<file path="src/ccdf_defines.svh">
// constants for the channel clock divider and fanout block
`ifndef CCDF_DEFINES_SVH
`define CCDF_DEFINES_SVH
// Functional notes
// [RL1] four channels, each divider selectable among 1,2,3,4,6,8,12,16,24
// [RL2] 4-bit divider code: 0000 bypass ratio 1, 0001..1000 ratios 2..24
// [RL3] all dividers run from the input clock with equal latency for any ratio
// [RL4] channels A and D divide by 1 after power-up
// [RL5] channels B and C default to ratio 3 if strap low, ratio 4 if high
// [RL6] an unconnected divider default strap reads as high
// [RL7] clock outputs with equal phase delay switch on the same input edge
// [RL8] sysref outputs with equal delay settings are mutually synchronous
// [RL9] clock and sysref outputs keep a fixed timing relation
// [RL10] eight divided clock outputs, sysref replicated with per-output delay
// [RL11] sysref path does not depend on divider settings
// [RL12] every channel and unused output can be powered down by configuration; a divided clock output only together with its whole channel
// [RL13] configuration registers are written and read back over spi
// [RL14] spi data line is bidirectional, device drives it only for read data
// [RL15] undriven chip select is deasserted, undriven serial clock is low
// [RL16] clock phase delay counts whole input periods, 256 steps
// [RL17] divider codes 1001 to 1111 are reserved
`define CCDF_ADDR_DIV 7'h00
`define CCDF_ADDR_PHASE 7'h04
`define CCDF_ADDR_SREF 7'h08
`define CCDF_ADDR_STATUS 7'h10
`define CCDF_DIV_BYPASS 4'h0
`define CCDF_DIV_RATIO3 4'h2
`define CCDF_DIV_RATIO4 4'h3
`define CCDF_DIV_MAX 4'h8
`define CCDF_PHASE_WRAP 6'h30
`define CCDF_PHASE_LAST 6'h2F
`define CCDF_SPI_HDR_LAST 5'h07
`define CCDF_SPI_FRAME 5'h10
`define CCDF_INIT_WAIT 2'h2
`endif

</file>
<file path="src/ccdf_pkg.sv">
// types for the channel clock divider and fanout block
package ccdf_pkg;
  typedef enum logic [3:0] {
    CCDF_IDLE = 4'h1,
    CCDF_HDR = 4'h2,
    CCDF_WDATA = 4'h4,
    CCDF_RDATA = 4'h8
  } ccdf_spi_state_type;
endpackage

</file>
<file path="src/ccdf_top.sv">
// four-channel clock divider, sysref fanout and spi register port
`timescale 1ns/1ps
`include "ccdf_defines.svh"
module ccdf_top import ccdf_pkg::*; #(
  parameter int NUM_SREF = 8,
  parameter int SREF_STEPS = 8
) (
  input wire logic clk,
  input wire logic reset,
  input wire logic sysref_in,
  input wire logic bc_divider_default_strap,
  input wire logic spi_sclk,
  input wire logic spi_cs_n,
  input wire logic spi_bidir_data_in,
  output logic spi_bidir_data_out,
  output logic spi_bidir_data_oe,
  output logic [7:0] divided_clock_output,
  output logic [NUM_SREF-1:0] sysref_fanout_output
);
  // elaboration check on the sysref fanout shape
  if (NUM_SREF < 1 || NUM_SREF > 8 || SREF_STEPS != 8) begin : g_bad_param
    $error("ccdf_top: sysref needs 1..8 outputs and 8 delay steps");
  end

  // channel that feeds each clock output: A has 3, B 2, C 2, D 1
  function automatic logic [1:0] ch_of(input int y);
    ch_of = (y < 3) ? 2'd0 : (y < 5) ? 2'd1 : (y < 7) ? 2'd2 : 2'd3;
  endfunction

  // true when the aligned phase count lands on an edge of the ratio
  function automatic logic on_edge(input logic [5:0] d, input logic [3:0] code);
    case (code)
      4'h0: on_edge = 1'b1;
      4'h1: on_edge = (d % 6'd2) == 6'd0;
      4'h2: on_edge = (d % 6'd3) == 6'd0;
      4'h3: on_edge = (d % 6'd4) == 6'd0;
      4'h4: on_edge = (d % 6'd6) == 6'd0;
      4'h5: on_edge = (d % 6'd8) == 6'd0;
      4'h6: on_edge = (d % 6'd12) == 6'd0;
      4'h7: on_edge = (d % 6'd16) == 6'd0;
      4'h8: on_edge = (d % 6'd24) == 6'd0;
      default: on_edge = 1'b0;
    endcase
  endfunction

  // pin synchronisers; idle levels at reset: strap high, cs high, sclk low
  logic strap_s1_reg, strap_s2_reg, sref_s1_reg, sref_s2_reg;
  logic sclk_s1_reg, sclk_s2_reg, sclk_s3_reg;
  logic cs_s1_reg, cs_s2_reg, mosi_s1_reg, mosi_s2_reg;
  always_ff @(posedge clk or posedge reset) begin
    if (reset) begin
      strap_s1_reg <= 1'b1; // RL6
      strap_s2_reg <= 1'b1;
      sref_s1_reg <= 1'b0;
      sref_s2_reg <= 1'b0;
      sclk_s1_reg <= 1'b0; // RL15
      sclk_s2_reg <= 1'b0;
      sclk_s3_reg <= 1'b0;
      cs_s1_reg <= 1'b1; // RL15
      cs_s2_reg <= 1'b1;
      mosi_s1_reg <= 1'b0;
      mosi_s2_reg <= 1'b0;
    end else begin
      strap_s1_reg <= bc_divider_default_strap;
      strap_s2_reg <= strap_s1_reg;
      sref_s1_reg <= sysref_in;
      sref_s2_reg <= sref_s1_reg;
      sclk_s1_reg <= spi_sclk;
      sclk_s2_reg <= sclk_s1_reg;
      sclk_s3_reg <= sclk_s2_reg;
      cs_s1_reg <= spi_cs_n;
      cs_s2_reg <= cs_s1_reg;
      mosi_s1_reg <= spi_bidir_data_in;
      mosi_s2_reg <= mosi_s1_reg;
    end
  end

  logic sclk_rise, sclk_fall;
  assign sclk_rise = sclk_s2_reg & ~sclk_s3_reg;
  assign sclk_fall = ~sclk_s2_reg & sclk_s3_reg;

  // configuration state
  logic [3:0][3:0] div_reg, div_next;
  logic [3:0] ch_pd_reg, ch_pd_next;
  logic [3:0][7:0] phase_reg, phase_next;
  logic [NUM_SREF-1:0][2:0] sref_dly_reg, sref_dly_next;
  logic [NUM_SREF-1:0] sref_en_reg, sref_en_next;
  logic strap_reg, strap_next, init_done_reg, init_done_next;
  logic [1:0] init_cnt_reg, init_cnt_next;
  logic wr_en;
  logic [6:0] wr_addr;
  logic [7:0] wr_data;

  // register read mux for spi read-back
  function automatic logic [7:0] reg_read(input logic [6:0] a);
    reg_read = 8'h00;
    if (a < `CCDF_ADDR_PHASE) begin
      reg_read = {ch_pd_reg[a[1:0]], 3'h0, div_reg[a[1:0]]};
    end else if (a < `CCDF_ADDR_SREF) begin
      reg_read = phase_reg[a[1:0]];
    end else if (a < `CCDF_ADDR_STATUS) begin
      if (32'(a[2:0]) < NUM_SREF) begin
        reg_read = {sref_en_reg[a[2:0]], 4'h0, sref_dly_reg[a[2:0]]};
      end
    end else if (a == `CCDF_ADDR_STATUS) begin
      reg_read = {6'h00, init_done_reg, strap_reg};
    end
  endfunction

  // configuration next state: strap load once after reset, then spi writes
  always_comb begin
    div_next = div_reg;
    ch_pd_next = ch_pd_reg;
    phase_next = phase_reg;
    sref_dly_next = sref_dly_reg;
    sref_en_next = sref_en_reg;
    strap_next = strap_reg;
    init_done_next = init_done_reg;
    init_cnt_next = init_cnt_reg;
    // wait until the strap synchroniser holds the pin, not its reset value
    if (!init_done_reg) begin
      if (init_cnt_reg == `CCDF_INIT_WAIT) begin
        init_done_next = 1'b1;
        strap_next = strap_s2_reg;
        div_next[1] = strap_s2_reg ? `CCDF_DIV_RATIO4 : `CCDF_DIV_RATIO3; // RL5
        div_next[2] = strap_s2_reg ? `CCDF_DIV_RATIO4 : `CCDF_DIV_RATIO3; // RL5
      end else begin
        init_cnt_next = init_cnt_reg + 2'h1;
      end
    end else if (wr_en) begin
      if (wr_addr < `CCDF_ADDR_PHASE) begin
        div_next[wr_addr[1:0]] = wr_data[3:0]; // RL13
        ch_pd_next[wr_addr[1:0]] = wr_data[7]; // RL12
      end else if (wr_addr < `CCDF_ADDR_SREF) begin
        phase_next[wr_addr[1:0]] = wr_data; // RL16
      end else if (wr_addr < `CCDF_ADDR_STATUS && 32'(wr_addr[2:0]) < NUM_SREF) begin
        sref_dly_next[wr_addr[2:0]] = wr_data[2:0];
        sref_en_next[wr_addr[2:0]] = wr_data[7]; // RL12
      end
    end
  end

  always_ff @(posedge clk or posedge reset) begin
    if (reset) begin
      div_reg <= {`CCDF_DIV_BYPASS, `CCDF_DIV_RATIO4, `CCDF_DIV_RATIO4,
                  `CCDF_DIV_BYPASS}; // RL4
      ch_pd_reg <= 4'h0;
      phase_reg <= '0;
      sref_dly_reg <= '0;
      sref_en_reg <= '0;
      strap_reg <= 1'b1;
      init_done_reg <= 1'b0;
      init_cnt_reg <= 2'h0;
    end else begin
      div_reg <= div_next;
      ch_pd_reg <= ch_pd_next;
      phase_reg <= phase_next;
      sref_dly_reg <= sref_dly_next;
      sref_en_reg <= sref_en_next;
      strap_reg <= strap_next;
      init_done_reg <= init_done_next;
      init_cnt_reg <= init_cnt_next;
    end
  end

  // common phase base over the lcm of all ratios, shared by every channel
  logic [5:0] base_reg, base_next;
  logic [3:0] tick;
  logic [7:0] clk_out_next;
  always_comb begin
    base_next = (base_reg == `CCDF_PHASE_LAST) ? 6'h00 : base_reg + 6'h01;
  end

  for (genvar c = 0; c < 4; c++) begin : g_ch
    logic [5:0] pm, d;
    assign pm = 6'(phase_reg[c] % 8'd48); // RL16
    assign d = (base_reg >= pm) ? base_reg - pm : 6'(base_reg + `CCDF_PHASE_WRAP - pm);
    // reserved codes and powered-down channels stay low
    assign tick[c] = !ch_pd_reg[c] && on_edge(d, div_reg[c]); // RL1 RL2 RL7 RL12 RL17
  end

  // one register stage for every ratio keeps latency equal
  for (genvar y = 0; y < 8; y++) begin : g_out
    assign clk_out_next[y] = tick[ch_of(y)]; // RL3 RL10
  end

  // sysref delay line, fed only by the sysref pin
  logic [7:0] line_reg, line_next;
  logic [NUM_SREF-1:0] sref_out_next;
  always_comb begin
    line_next = {line_reg[6:0], sref_s2_reg}; // RL11
    for (int r = 0; r < NUM_SREF; r++) begin
      sref_out_next[r] = sref_en_reg[r] && line_reg[sref_dly_reg[r]]; // RL8 RL10
    end
  end

  always_ff @(posedge clk or posedge reset) begin
    if (reset) begin
      base_reg <= 6'h00;
      divided_clock_output <= 8'h00;
      line_reg <= 8'h00;
      sysref_fanout_output <= '0;
    end else begin
      base_reg <= base_next;
      divided_clock_output <= clk_out_next; // RL9
      line_reg <= line_next;
      sysref_fanout_output <= sref_out_next; // RL9
    end
  end

  // spi frame: rw bit, 7-bit address, 8 data bits, msb first on rising sclk
  ccdf_spi_state_type state_reg, state_next;
  logic [4:0] cnt_reg, cnt_next;
  logic [15:0] shift_reg, shift_next;
  logic [7:0] rd_reg, rd_next;
  logic sdo_reg, sdo_next, oe_reg, oe_next;
  always_comb begin
    state_next = state_reg;
    cnt_next = cnt_reg;
    shift_next = shift_reg;
    rd_next = rd_reg;
    sdo_next = sdo_reg;
    oe_next = oe_reg;
    wr_en = 1'b0;
    wr_addr = shift_reg[13:7];
    wr_data = {shift_reg[6:0], mosi_s2_reg};
    if (cs_s2_reg) begin
      state_next = CCDF_IDLE; // RL15
      cnt_next = 5'h00;
      oe_next = 1'b0;
    end else begin
      case (state_reg)
        CCDF_IDLE: begin
          state_next = CCDF_HDR;
          cnt_next = 5'h00;
        end
        CCDF_HDR: begin
          if (sclk_rise) begin
            shift_next = {shift_reg[14:0], mosi_s2_reg};
            cnt_next = cnt_reg + 5'h01;
            if (cnt_reg == `CCDF_SPI_HDR_LAST) begin
              state_next = shift_reg[6] ? CCDF_RDATA : CCDF_WDATA;
              rd_next = reg_read({shift_reg[5:0], mosi_s2_reg}); // RL13
            end
          end
        end
        CCDF_WDATA: begin
          if (sclk_rise && cnt_reg < `CCDF_SPI_FRAME) begin
            shift_next = {shift_reg[14:0], mosi_s2_reg};
            cnt_next = cnt_reg + 5'h01;
            wr_en = (cnt_reg == `CCDF_SPI_FRAME - 5'h01); // RL13
          end
        end
        CCDF_RDATA: begin
          if (sclk_fall && cnt_reg < `CCDF_SPI_FRAME) begin
            sdo_next = rd_reg[7];
            rd_next = {rd_reg[6:0], 1'b0};
            oe_next = 1'b1; // RL14
          end
          if (sclk_rise && cnt_reg < `CCDF_SPI_FRAME) begin
            cnt_next = cnt_reg + 5'h01;
          end
        end
        default: state_next = CCDF_IDLE;
      endcase
    end
  end

  always_ff @(posedge clk or posedge reset) begin
    if (reset) begin
      state_reg <= CCDF_IDLE;
      cnt_reg <= 5'h00;
      shift_reg <= 16'h0000;
      rd_reg <= 8'h00;
      sdo_reg <= 1'b0;
      oe_reg <= 1'b0;
    end else begin
      state_reg <= state_next;
      cnt_reg <= cnt_next;
      shift_reg <= shift_next;
      rd_reg <= rd_next;
      sdo_reg <= sdo_next;
      oe_reg <= oe_next;
    end
  end

  assign spi_bidir_data_out = sdo_reg;
  assign spi_bidir_data_oe = oe_reg; // RL14
endmodule

</file>
<file path="config.mk">
export PLATFORM = sky130hd
export DESIGN_NAME = ccdf_top
export DESIGN_NICKNAME = d
export VERILOG_FILES = /design/src/ccdf_pkg.sv /design/src/ccdf_top.sv
export VERILOG_INCLUDE_DIRS = /design/src
export SDC_FILE = /design/constraint.sdc
export NUM_CORES = 1
export LEC_CHECK = 0
export ABC_AREA = 1
export BUFFER_PORTS_ARGS = -buffer_cell sky130_fd_sc_hd__buf_2
export CAP_MARGIN = 40
export CORE_UTILIZATION = 63
export CTS_CLUSTER_SIZE = 28
export DETAILED_ROUTE_END_ITERATION = 12
export PLACE_DENSITY = 0.77
export SLEW_MARGIN = 10
export SYNTH_ARGS = -nofsm -noshare
export SYNTH_HDL_FRONTEND = slang
export SYNTH_SLANG_ARGS = --single-unit
</file>
<file path="constraint.sdc">
create_clock -name clk -period 8.67 [get_ports clk]
set_clock_uncertainty 0.1 [all_clocks]
set_input_delay 1.3005 -clock clk [delete_from_list [all_inputs] [get_ports clk]]
set_output_delay 1.3005 -clock clk [all_outputs]
set_load 0.005 [all_outputs]
</file>
==> flow_metrics.tcl, run 1 <==
set metrics [dict create \
    min_delay_path_depth 0 \
    cts.repair.resized 0 \
    synthTopCellsByArea "dfrtp_1 35%, nand2_1 12%, o21ai_0 9.1%, inv_1 6.3%, nand3_1 5.8%" \
    avgSynthCellArea_um2 7.232 \
    cp_max_fo 4 \
    route.vias.total 9917 \
    wl_per_cell_um 15.74 \
    worstSetupPathType "register to register" \
    nNetsFinal 1518 \
    drive_above_1_share 0.08068 \
    setup_violations 0 \
    timing.final.max_slew_violations 0 \
    core-area_um2 16120 \
    drt_iter0_drc 954 \
    antenna_found_initial 0 \
    grt_pass1_wl_um 43640 \
    cts-buffers-inserted 17 \
    n_antenna_cell 0 \
    synth_seq_cells 158 \
    status "complete, no violations" \
    rows 46 \
    wl_um 26620 \
    largest_register_ff_count 32 \
    post_cts_buffers 0 \
    period_minus_slack_ns 4.453 \
    cts.path.max_buffers 2 \
    portBuffers 24 \
    max_stage_delay_ns 0.38 \
    cts_tree "done" \
    pin_count 25 \
    finalSetupTns_ns 0 \
    netlist_instances 1456 \
    grt_max_degree 81 \
    ctsRootBufferMaster "clkbuf_16" \
    synthTopCellsByCount "323 x nand2_1, 191 x o21ai_0, 178 x inv_1" \
    min_period_over_period 0.5136 \
    die_h_um 131.3 \
    place_hpwl_um 19330 \
    syn_area_um2 10530 \
    clkSinkCount 158 \
    drt_pass1_iterations 6 \
    cp-start-kind "register" \
    yosysMostFrequentCell "nand2_1" \
    worst_pin_slew_ns 0.8441 \
    dominantRegCellSynth "dfrtp_1" \
    p_total_uw 1785 \
    yosys_warnings 0 \
    grt_pass1_vias 9050 \
    postSynth.asyncResetShare 1.000 \
    worst-r2r-cell-count 29 \
    required_ns 8.92 \
    ant_nets 0 \
    maxCapViolations 0 \
    htreeDepth 4 \
    syn2layout_area_growth_pct 8.127 \
    synth_top_area_share 0.3517 \
    static-leakage-power_uw 0.005321 \
    grtUsageTotal 0.3164 \
    place_inst 1659 \
    syn_nets 1512 \
    slew_headroom 0.4367 \
    end_kind "register" \
    arrival_ns 4.70 \
    gr-total-overflow 0 \
    start_util 0.6534 \
    synth_area_leader_cell "dfrtp_1" \
    seq_area_frac_synth 0.3767 \
    hold_path.class "register to register" \
    fp.dieW_um 131.3 \
    routabilityCongestion 0.9447 \
    netlist-cell-type-count 52 \
    drc 0 \
    slowest_stage "dfrtp_1" \
    ir_drop_uv 158.6 \
    vias_per_cell 5.865 \
    crit_top_cell "nand3_1" \
    clk_pin_slew_ns 0.06 \
    die-area_um2 17240 \
    cts_hold_buf 0 \
    max_freq_ghz 0.2246 \
    rsz0062_at_grt "false" \
    hold_viol 0 \
    synth_edf_count 0 \
    final_cells 1691 \
    p_per_area_nw_per_um2 156.8 \
    worstSkewPairLatency_ns 0.44 \
]
-- final timing paths --
kind | from | slack [ns] | to
max | phase_reg[29]$_DFFE_PP0P_ | 4.22 | divided_clock_output[7]$_DFF_PP0_
min in group asynchronous | reset | 0.88 | cnt_reg[0]$_DFFE_PP0P_
max in group asynchronous | reset | 6.39 | div_reg[4]$_DFFE_PP1P_
min reg2reg | sref_s2_reg$_DFF_PP0_ | 0.25 | line_reg[0]$_DFF_PP0_
max reg2reg | phase_reg[29]$_DFFE_PP0P_ | 4.22 | divided_clock_output[7]$_DFF_PP0_
min | sref_s2_reg$_DFF_PP0_ | 0.25 | line_reg[0]$_DFF_PP0_
-- area by class of cell --
cell class / instances / area, um^2
multi-input cells: 1066 / 5678
fillers: 1365 / 4730
flip-flops and latches: 158 / 3966
inverters: 186 / 703.2
clock buffers: 20 / 456.7
well taps: 216 / 270.3
repair buffers: 33 / 210.2
clock inverters: 12 / 101.3
-- routing by layer --
layer	vias up	GRT usage	wire, um
li1	4919	-	-
met2	326	0.5216	12620
met3	63	0.05787	1662
met4	0	0.1143	690
met5	-	0	0
met1	4609	0.4173	11640
-- report_power, final --
group / leakage (uW) / switching (uW) / internal, uW
Clock: 0.000264 / 320 / 388
Sequential: 0.00209 / 25.2 / 771
Combinational: 0.00296 / 202 / 78.5
-- cell usage in the layout (no fill, tap or decap), types with 4 or more instances in the layout --
cell type and count:
nor3_1 20, nand2_4 5, nand3_2 9, a21oi_1 88, o221ai_1 6, o211ai_1 20
o22ai_1 13, clkbuf_16 17, nand3_1 121, inv_6 5, fa_1 4, xnor2_1 4
inv_2 6, o21ai_1 6, o21ai_0 191, nand2_2 10, inv_1 177, dfrtp_1 148
buf_2 24, ha_1 45, a31oi_1 12, dfstp_2 10, nor2_1 103, xor2_1 18
nand4_1 21, nand2_1 323, nand3b_1 5, clkinvlp_4 4, buf_4 7
-- kinds of logic (layout without fill, tap and decap cells) --
logic type,count (synthesis),after routing,synth area share
flip-flops,158,158,0.3767
multiplexers,2,2,0.002139
AO/OA/AOI/OAI,364,364,0.1933
buffers and inverters,232,251,0.08413
AND/OR/NAND/NOR,629,629,0.2644
XOR/XNOR,22,22,0.01830
adder cells (fa/ha/maj),49,49,0.06107
-- per-stage QoR --
stage                     instance area (um^2)  worst slack (ns)    util  hold slack (ns)
after floorplan                          10530             3.023       -           0.2312
after global placement                   10790             4.284  0.6696           0.2327
after detailed placement                 10830             4.302  0.6719           0.2371
after CTS                                11390             4.256  0.7065           0.2522
after global routing                     11390             3.726  0.7065           0.2592
final                                    11390             4.217  0.7065           0.2498
-- worst max-delay path: cells and delay by family, from the launching register on --
| family | cells | cell delay (ns) |
|---|---|---|
| DFF | 1 | 0.38 |
| buffers and inverters | 4 | 0.43 |
| adders and majority gates | 3 | 0.74 |
| and+or+nand+nor | 15 | 1.53 |
| AOI/OAI and AO/OA | 5 | 0.82 |
| xor gates and xnor gates | 2 | 0.38 |
Power figures use the tool's default switching activity.
==> inputs of run 2 (changes only) <==
--- a/config.mk
+++ b/config.mk
@@ -6,13 +6,13 @@
 export SDC_FILE = /design/constraint.sdc
 export NUM_CORES = 1
 export LEC_CHECK = 0
-export ABC_AREA = 1
+export ABC_AREA = 0
 export BUFFER_PORTS_ARGS = -buffer_cell sky130_fd_sc_hd__buf_2
 export CAP_MARGIN = 40
-export CORE_UTILIZATION = 63
+export CORE_UTILIZATION = 58
 export CTS_CLUSTER_SIZE = 28
 export DETAILED_ROUTE_END_ITERATION = 12
-export PLACE_DENSITY = 0.77
+export PLACE_DENSITY = 0.75
 export SLEW_MARGIN = 10
 export SYNTH_ARGS = -nofsm -noshare
 export SYNTH_HDL_FRONTEND = slang
==> constraint.sdc (replaced) <==
create_clock -name clk -period 4.01 [get_ports clk]
set_clock_uncertainty 0.1 [all_clocks]
set_input_delay 0.6015 -clock clk [delete_from_list [all_inputs] [get_ports clk]]
set_output_delay 0.6015 -clock clk [all_outputs]
set_load 0.005 [all_outputs]
==> run 2 against run 1 <==
  * The flow now finishes with violations (setup timing)
  * Die area grew 19%
  * Setup slack lost 5.4 ns
  * Maximum frequency shrank 14%
  * Cell count shrank 3.2%
  * Area after synthesis grew 10%
  * Highest routed layer unchanged
  * Worst hold slack lost 0.14 ns
  * Global-route usage shrank 0.59 points
  * Critical path type unchanged
  * Utilization grew 3.9 points
  * Via count grew 3.2%
  * Non-clock buffer count grew 186
  * Count of clock-buffer cells in the layout shrank 2
==> flow_metrics.tcl, run 2 <==
set metrics [dict create \
    start_util 0.5940 \
    r2r_setup_slack_ns -1.19 \
    rsz0062_at_grt "true" \
    place_hpwl_um 21500 \
    wl_per_cell_um 19.14 \
    placed_area_um2 13380 \
    max_stage_delay_ns 0.39 \
    p_per_area_nw_per_um2 243.7 \
    slowest_stage "dfrtp_1" \
    violations "setup timing" \
    seq_area_frac_synth 0.3420 \
    p_total_uw 3549 \
    vias_per_cell 6.250 \
    final_cells 1637 \
    fp.dieW_um 143.4 \
    grt_max_degree 59 \
    final_common_cell "buf_4" \
    grtUsageTotal 0.3105 \
    arrival_ns 5.44 \
    power_frac_clock 0.470 \
    slew_headroom 0.3939 \
    status "finished, violations left" \
    end_kind "register" \
    synth_edf_count 0 \
    ir_drop_uv 351.4 \
    ctsRootBufferMaster "clkbuf_16" \
    netlist-cell-type-count 92 \
    finalSetupTns_ns -2.344 \
    worst_pin_slew_ns 0.9091 \
    dominantRegCellSynth "dfrtp_1" \
    place_inst 1583 \
    yosysMostFrequentCell "dfrtp_1" \
    cp_max_fo 4 \
    pin_count 25 \
    cts-buffers-inserted 17 \
    routabilityCongestion 0.9162 \
    static-leakage-power_uw 0.006418 \
    worstSkewPairLatency_ns 0.43 \
    max_freq_ghz 0.1924 \
    period_minus_slack_ns 5.196 \
    swShare 0.2518 \
    antenna_found_initial 0 \
    hold_path.class "input pin to asynchronous set/reset pin" \
    drt_iter0_drc 675 \
    grt_pass1_vias 9866 \
    finalCoreUtilization 0.7459 \
    layout_setup_ws_ns -1.186 \
    design_area_um2 14570 \
    power.internal_uw 2655 \
    wl_um 31340 \
    layout_common_cells "187 x buf_4, 140 x dfrtp_1, 95 x mux2_2" \
    min_period_over_period 1.296 \
    die_h_um 143.4 \
    core-area_um2 19530 \
    p_sw_uw 893.7 \
    drive_above_1_share 0.3797 \
    die-area_um2 20570 \
    hold_viol 0 \
    postSynth.asyncResetShare 1.000 \
    clk_pin_slew_ns 0.07 \
    pwr-share-comb 0.058 \
    clkSinkCount 158 \
    synthTopCellsByArea "dfrtp_1 32%, mux2_2 9.5%, mux4_2 7.6%, ha_1 4.9%, mux2i_1 3.2%" \
    power_frac_seq 0.472 \
    syn_nets 1231 \
    synth_area_leader_cell "dfrtp_1" \
    rr_startpoint "base_reg[0]$_DFF_PP0_" \
    htreeDepth 4 \
    drc 0 \
    syn_area_um2 11600 \
    required_ns 4.25 \
    rows 51 \
    worstSetupPathType "register to register" \
    timing.final.max_slew_violations 0 \
    cts_hold_buf 0 \
    cts_tree "done" \
    cts.path.max_buffers 2 \
    setup_violations 4 \
    yosys_warnings 0 \
    gr-total-overflow 0 \
    route.vias.total 10230 \
    drt_pass1_iterations 5 \
    portBuffers 24 \
    synth_top_area_share 0.3193 \
    n_antenna_cell 0 \
    fill_cells 1278 \
    maxCapViolations 0 \
    grt_pass1_wl_um 49980 \
    largest_register_ff_count 32 \
    syn2layout_area_growth_pct 25.58 \
    cp-start-kind "register" \
    r2r-end "divided_clock_output[4]$_DFF_PP0_" \
    synth_seq_cells 158 \
    nNetsFinal 1415 \
    netlist_instances 1175 \
    ant_nets 0 \
    avgSynthCellArea_um2 9.871 \
    worst-r2r-cell-count 29 \
    synthTopCellsByCount "148 x dfrtp_1, 98 x mux2_2, 91 x nand2_1" \
]
-- run 2: cell types whose count changed in the layout (fill, tap and decap cells not counted), moves of 80 or more --
| cell | before | now |
|---|---|---|
| inv_1 | 177 | 51 |
| nand2_1 | 323 | 90 |
| buf_4 | 7 | 187 |
| o21ai_0 | 191 | 43 |
| nand3_1 | 121 | 41 |
| mux2_2 | 2 | 95 |
-- run 2: repair_timing --
action                                  4_1_cts  5_1_grt
buffers inserted                              8       14
pin swaps                                    10       38
hold endpoints to repair                      0        0
gates resized for setup                      29       58
endpoints found under the setup margin        4        4
-- run 2: how the worst max path moves through the flow --
stage / start / to / slack, ns / cells past startpoint
detailed placement: base_reg[0]$_DFF_PP0_ / divided_clock_output[4]$_DFF_PP0_ / -1.18 / 29
floorplan: base_reg[0]$_DFF_PP0_ / divided_clock_output[4]$_DFF_PP0_ / -1.13 / 29
CTS: base_reg[0]$_DFF_PP0_ / divided_clock_output[4]$_DFF_PP0_ / -1.17 / 29
global route: phase_reg[13]$_DFFE_PP0P_ / divided_clock_output[4]$_DFF_PP0_ / -1.50 / 29
global placement: base_reg[0]$_DFF_PP0_ / divided_clock_output[4]$_DFF_PP0_ / -1.05 / 29
finish: base_reg[0]$_DFF_PP0_ / divided_clock_output[4]$_DFF_PP0_ / -1.19 / 29
-- run 2: power groups by stage --
stage | logic, uW | clock network [uW] | registers, uW
after floorplan | 165 | 0 | 1670
after global placement | 197 | 0 | 1700
after detailed placement | 205 | 0 | 1700
after CTS | 206 | 1670 | 1670
after global routing | 224 | 1750 | 1680
final | 206 | 1670 | 1680
-- run 2: layout make-up --
| class | instances | area [um^2] | area share |
|---|---|---|---|
| well taps | 265 | 331.6 | 0.02276 |
| repair buffers | 219 | 1653 | 0.1135 |
| multi-input cells | 909 | 7799 | 0.5354 |
| clock buffers | 18 | 429.2 | 0.02946 |
| inverters | 54 | 206.4 | 0.01417 |
| clock inverters | 14 | 170.2 | 0.01168 |
| flip-flops and latches | 158 | 3976 | 0.2730 |
-- run 2: stage by stage --
stage | hold WS (ns) | setup slack, ns
floorplan | 0.2312 | -1.135
global placement | 0.2321 | -1.048
detailed placement | 0.2364 | -1.184
CTS | 0.1127 | -1.172
global route | 0.1252 | -1.502
finish | 0.1066 | -1.186
-- run 2: worst max-delay path: cells and delay by family (launching register included) --
| family | cells | cell delay, ns |
|---|---|---|
| compound gates | 14 | 2.35 |
| fa+ha+maj | 4 | 0.89 |
| simple gates | 7 | 0.77 |
| mux | 2 | 0.50 |
| flops | 1 | 0.39 |
| buf+inv | 2 | 0.12 |
-- run 2: routing by layer --
metal  track usage  wire length, um  part of all wire  vias up
met5             0                0                 0        -
met4       0.08119              665             0.021        0
met3       0.05665             1723             0.055       63
met2        0.5268            15560              0.50      361
met1        0.4092            13380              0.43     5044
li1              -                -                 -     4764
-- run 2: logic make-up (layout without fill, tap and decap cells) --
group	Yosys count	count (layout)	share of synthesized area
AOI/OAI and AO/OA	263	263	0.1572
xor gates and xnor gates	40	40	0.03139
adders and majority gates	50	50	0.05642
buffers and inverters	108	305	0.03937
DFF	158	158	0.3420
muxes	175	175	0.2041
and+or+nand+nor	381	381	0.1696
==> inputs of run 3 (changes only) <==
--- a/config.mk
+++ b/config.mk
@@ -9,6 +9,7 @@
 export ABC_AREA = 0
 export BUFFER_PORTS_ARGS = -buffer_cell sky130_fd_sc_hd__buf_2
 export CAP_MARGIN = 40
+export CORE_ASPECT_RATIO = 0.9
 export CORE_UTILIZATION = 58
 export CTS_CLUSTER_SIZE = 28
 export DETAILED_ROUTE_END_ITERATION = 12
==> run 3 against run 2 <==
  * The run still ends with setup timing left
  * Maximum frequency is 2.0% lower
  * Via count is essentially flat
  * Die area about the same
  * Count of clock-buffer cells in the layout down 1
  * Total power rose by 0.55%
==> flow_metrics.tcl, run 3 (synthesis results as in run 2) <==
set metrics [dict create \
    max_stage_delay_ns 0.39 \
    min_period_over_period 1.322 \
    die-area_um2 20570 \
    die_h_um 136.2 \
    violations "setup timing" \
    rows 48 \
    n_antenna_cell 0 \
    rsz0062_at_grt "true" \
    syn2layout_area_growth_pct 25.50 \
    maxCapViolations 0 \
    timing.final.max_slew_violations 0 \
    fill_cells 1273 \
    start_util 0.5979 \
    finalSetupTns_ns -2.276 \
    static-leakage-power_uw 0.006418 \
    worstSkewPairLatency_ns 0.44 \
    ant_nets 0 \
    r2r-end "divided_clock_output[4]$_DFF_PP0_" \
    arrival_ns 5.55 \
    placed_area_um2 13350 \
    cp-start-kind "register" \
    cts-buffers-inserted 17 \
    rr_startpoint "base_reg[0]$_DFF_PP0_" \
    slew_headroom 0.4296 \
    largest_register_ff_count 32 \
    ir_drop_uv 280.6 \
    drive_above_1_share 0.3824 \
    grtUsageTotal 0.3091 \
    r2r_setup_slack_ns -1.29 \
    drt_pass1_iterations 8 \
    worstSetupPathType "register to register" \
    final_common_cell "buf_4" \
    worst_pin_slew_ns 0.8556 \
    status "finished, violations left" \
    worst-r2r-cell-count 29 \
    antenna_found_initial 0 \
    slowest_stage "dfrtp_1" \
    required_ns 4.26 \
    ctsRootBufferMaster "clkbuf_16" \
    setup_violations 4 \
    cts.path.max_buffers 2 \
    max_freq_ghz 0.1886 \
    wl_per_cell_um 19.01 \
    place_hpwl_um 21130 \
    period_minus_slack_ns 5.302 \
    clk_pin_slew_ns 0.08 \
    grt_pass1_vias 9775 \
    routabilityCongestion 0.8870 \
    cp_max_fo 5 \
    path_buf_inv 2 \
    cts_tree "done" \
    seq_area_um2 3975 \
    drc 0 \
    fp.dieW_um 151.1 \
    portBuffers 24 \
    pin_count 25 \
    end_kind "register" \
    core-area_um2 19400 \
    clkSinkCount 158 \
    nNetsFinal 1416 \
    wl_um 30850 \
    multi_input_area_um2 7786 \
    gr-total-overflow 0 \
    p_per_area_nw_per_um2 245.1 \
    vias_per_cell 6.299 \
    hold_path.class "input pin to asynchronous set/reset pin" \
    grt_pass1_wl_um 49450 \
    layout_setup_ws_ns -1.292 \
    crit_family "compound AO/OA/AOI/OAI gates" \
    finalCoreUtilization 0.7504 \
    layout_common_cells "189 x buf_4, 141 x dfrtp_1, 97 x mux2_2" \
    hold_viol 0 \
    drt_iter0_drc 837 \
    htreeDepth 4 \
    design_area_um2 14560 \
    route.vias.total 10220 \
    grt_max_degree 138 \
]
## run 3: routing by layer
metal  GRT usage  routed length, um  vias to the layer above
met5           0                  0                        -
met4      0.1150                798                        0
met3     0.05772               1777                       75
met2      0.4857              14710                      381
met1      0.4260              13560                     5000
li1            -                  -                     4768
## run 3: what timing repair did
action | CTS | global route
gates cloned | 0 | 0
hold buffers | 0 | 0
endpoints found under the setup margin | 4 | 4
resized for setup | 24 | 55
setup buffers | 8 | 14
hold endpoints to repair | 0 | 0
pin swaps | 11 | 35
## run 3: final cells by class
cell class / count / share of cell area
Inverter: 54 / 0.01418
Multi-Input combinational cell: 909 / 0.5349
Sequential cell: 158 / 0.2731
Clock inverter: 15 / 0.01453
Clock buffer: 17 / 0.02922
Timing Repair Buffer: 220 / 0.1126
Tap cell: 250 / 0.02149
## run 3: report_power, final
part | internal, uW | switching [uW]
Clock | 862 | 819
Combinational | 88.8 | 120
Sequential | 1620 | 54.4
## run 3: per-stage QoR
step,hold slack [ns],setup slack (ns),total power [uW],instances
6_report,0.07088,-1.292,3568,1623
5_1_grt,0.1053,-1.683,3668,1623
4_1_cts,0.08523,-1.226,3568,1609
3_5_place_dp,0.2362,-1.242,1909,1569
3_3_place_gp,0.2325,-1.082,1893,1568
2_1_floorplan,0.2312,-1.135,1837,1175
## run 3: worst max path at each step
| stage | startpoint | to | slack, ns | cells past startpoint |
|---|---|---|---|---|
| final | base_reg[0]$_DFF_PP0_ | divided_clock_output[4]$_DFF_PP0_ | -1.29 | 29 |
| after global routing | base_reg[0]$_DFF_PP0_ | divided_clock_output[4]$_DFF_PP0_ | -1.68 | 29 |
| after CTS | base_reg[0]$_DFF_PP0_ | divided_clock_output[4]$_DFF_PP0_ | -1.23 | 29 |
| after detailed placement | base_reg[0]$_DFF_PP0_ | divided_clock_output[4]$_DFF_PP0_ | -1.24 | 29 |
| after global placement | base_reg[0]$_DFF_PP0_ | divided_clock_output[4]$_DFF_PP0_ | -1.08 | 29 |
| after floorplan | base_reg[0]$_DFF_PP0_ | divided_clock_output[4]$_DFF_PP0_ | -1.13 | 29 |
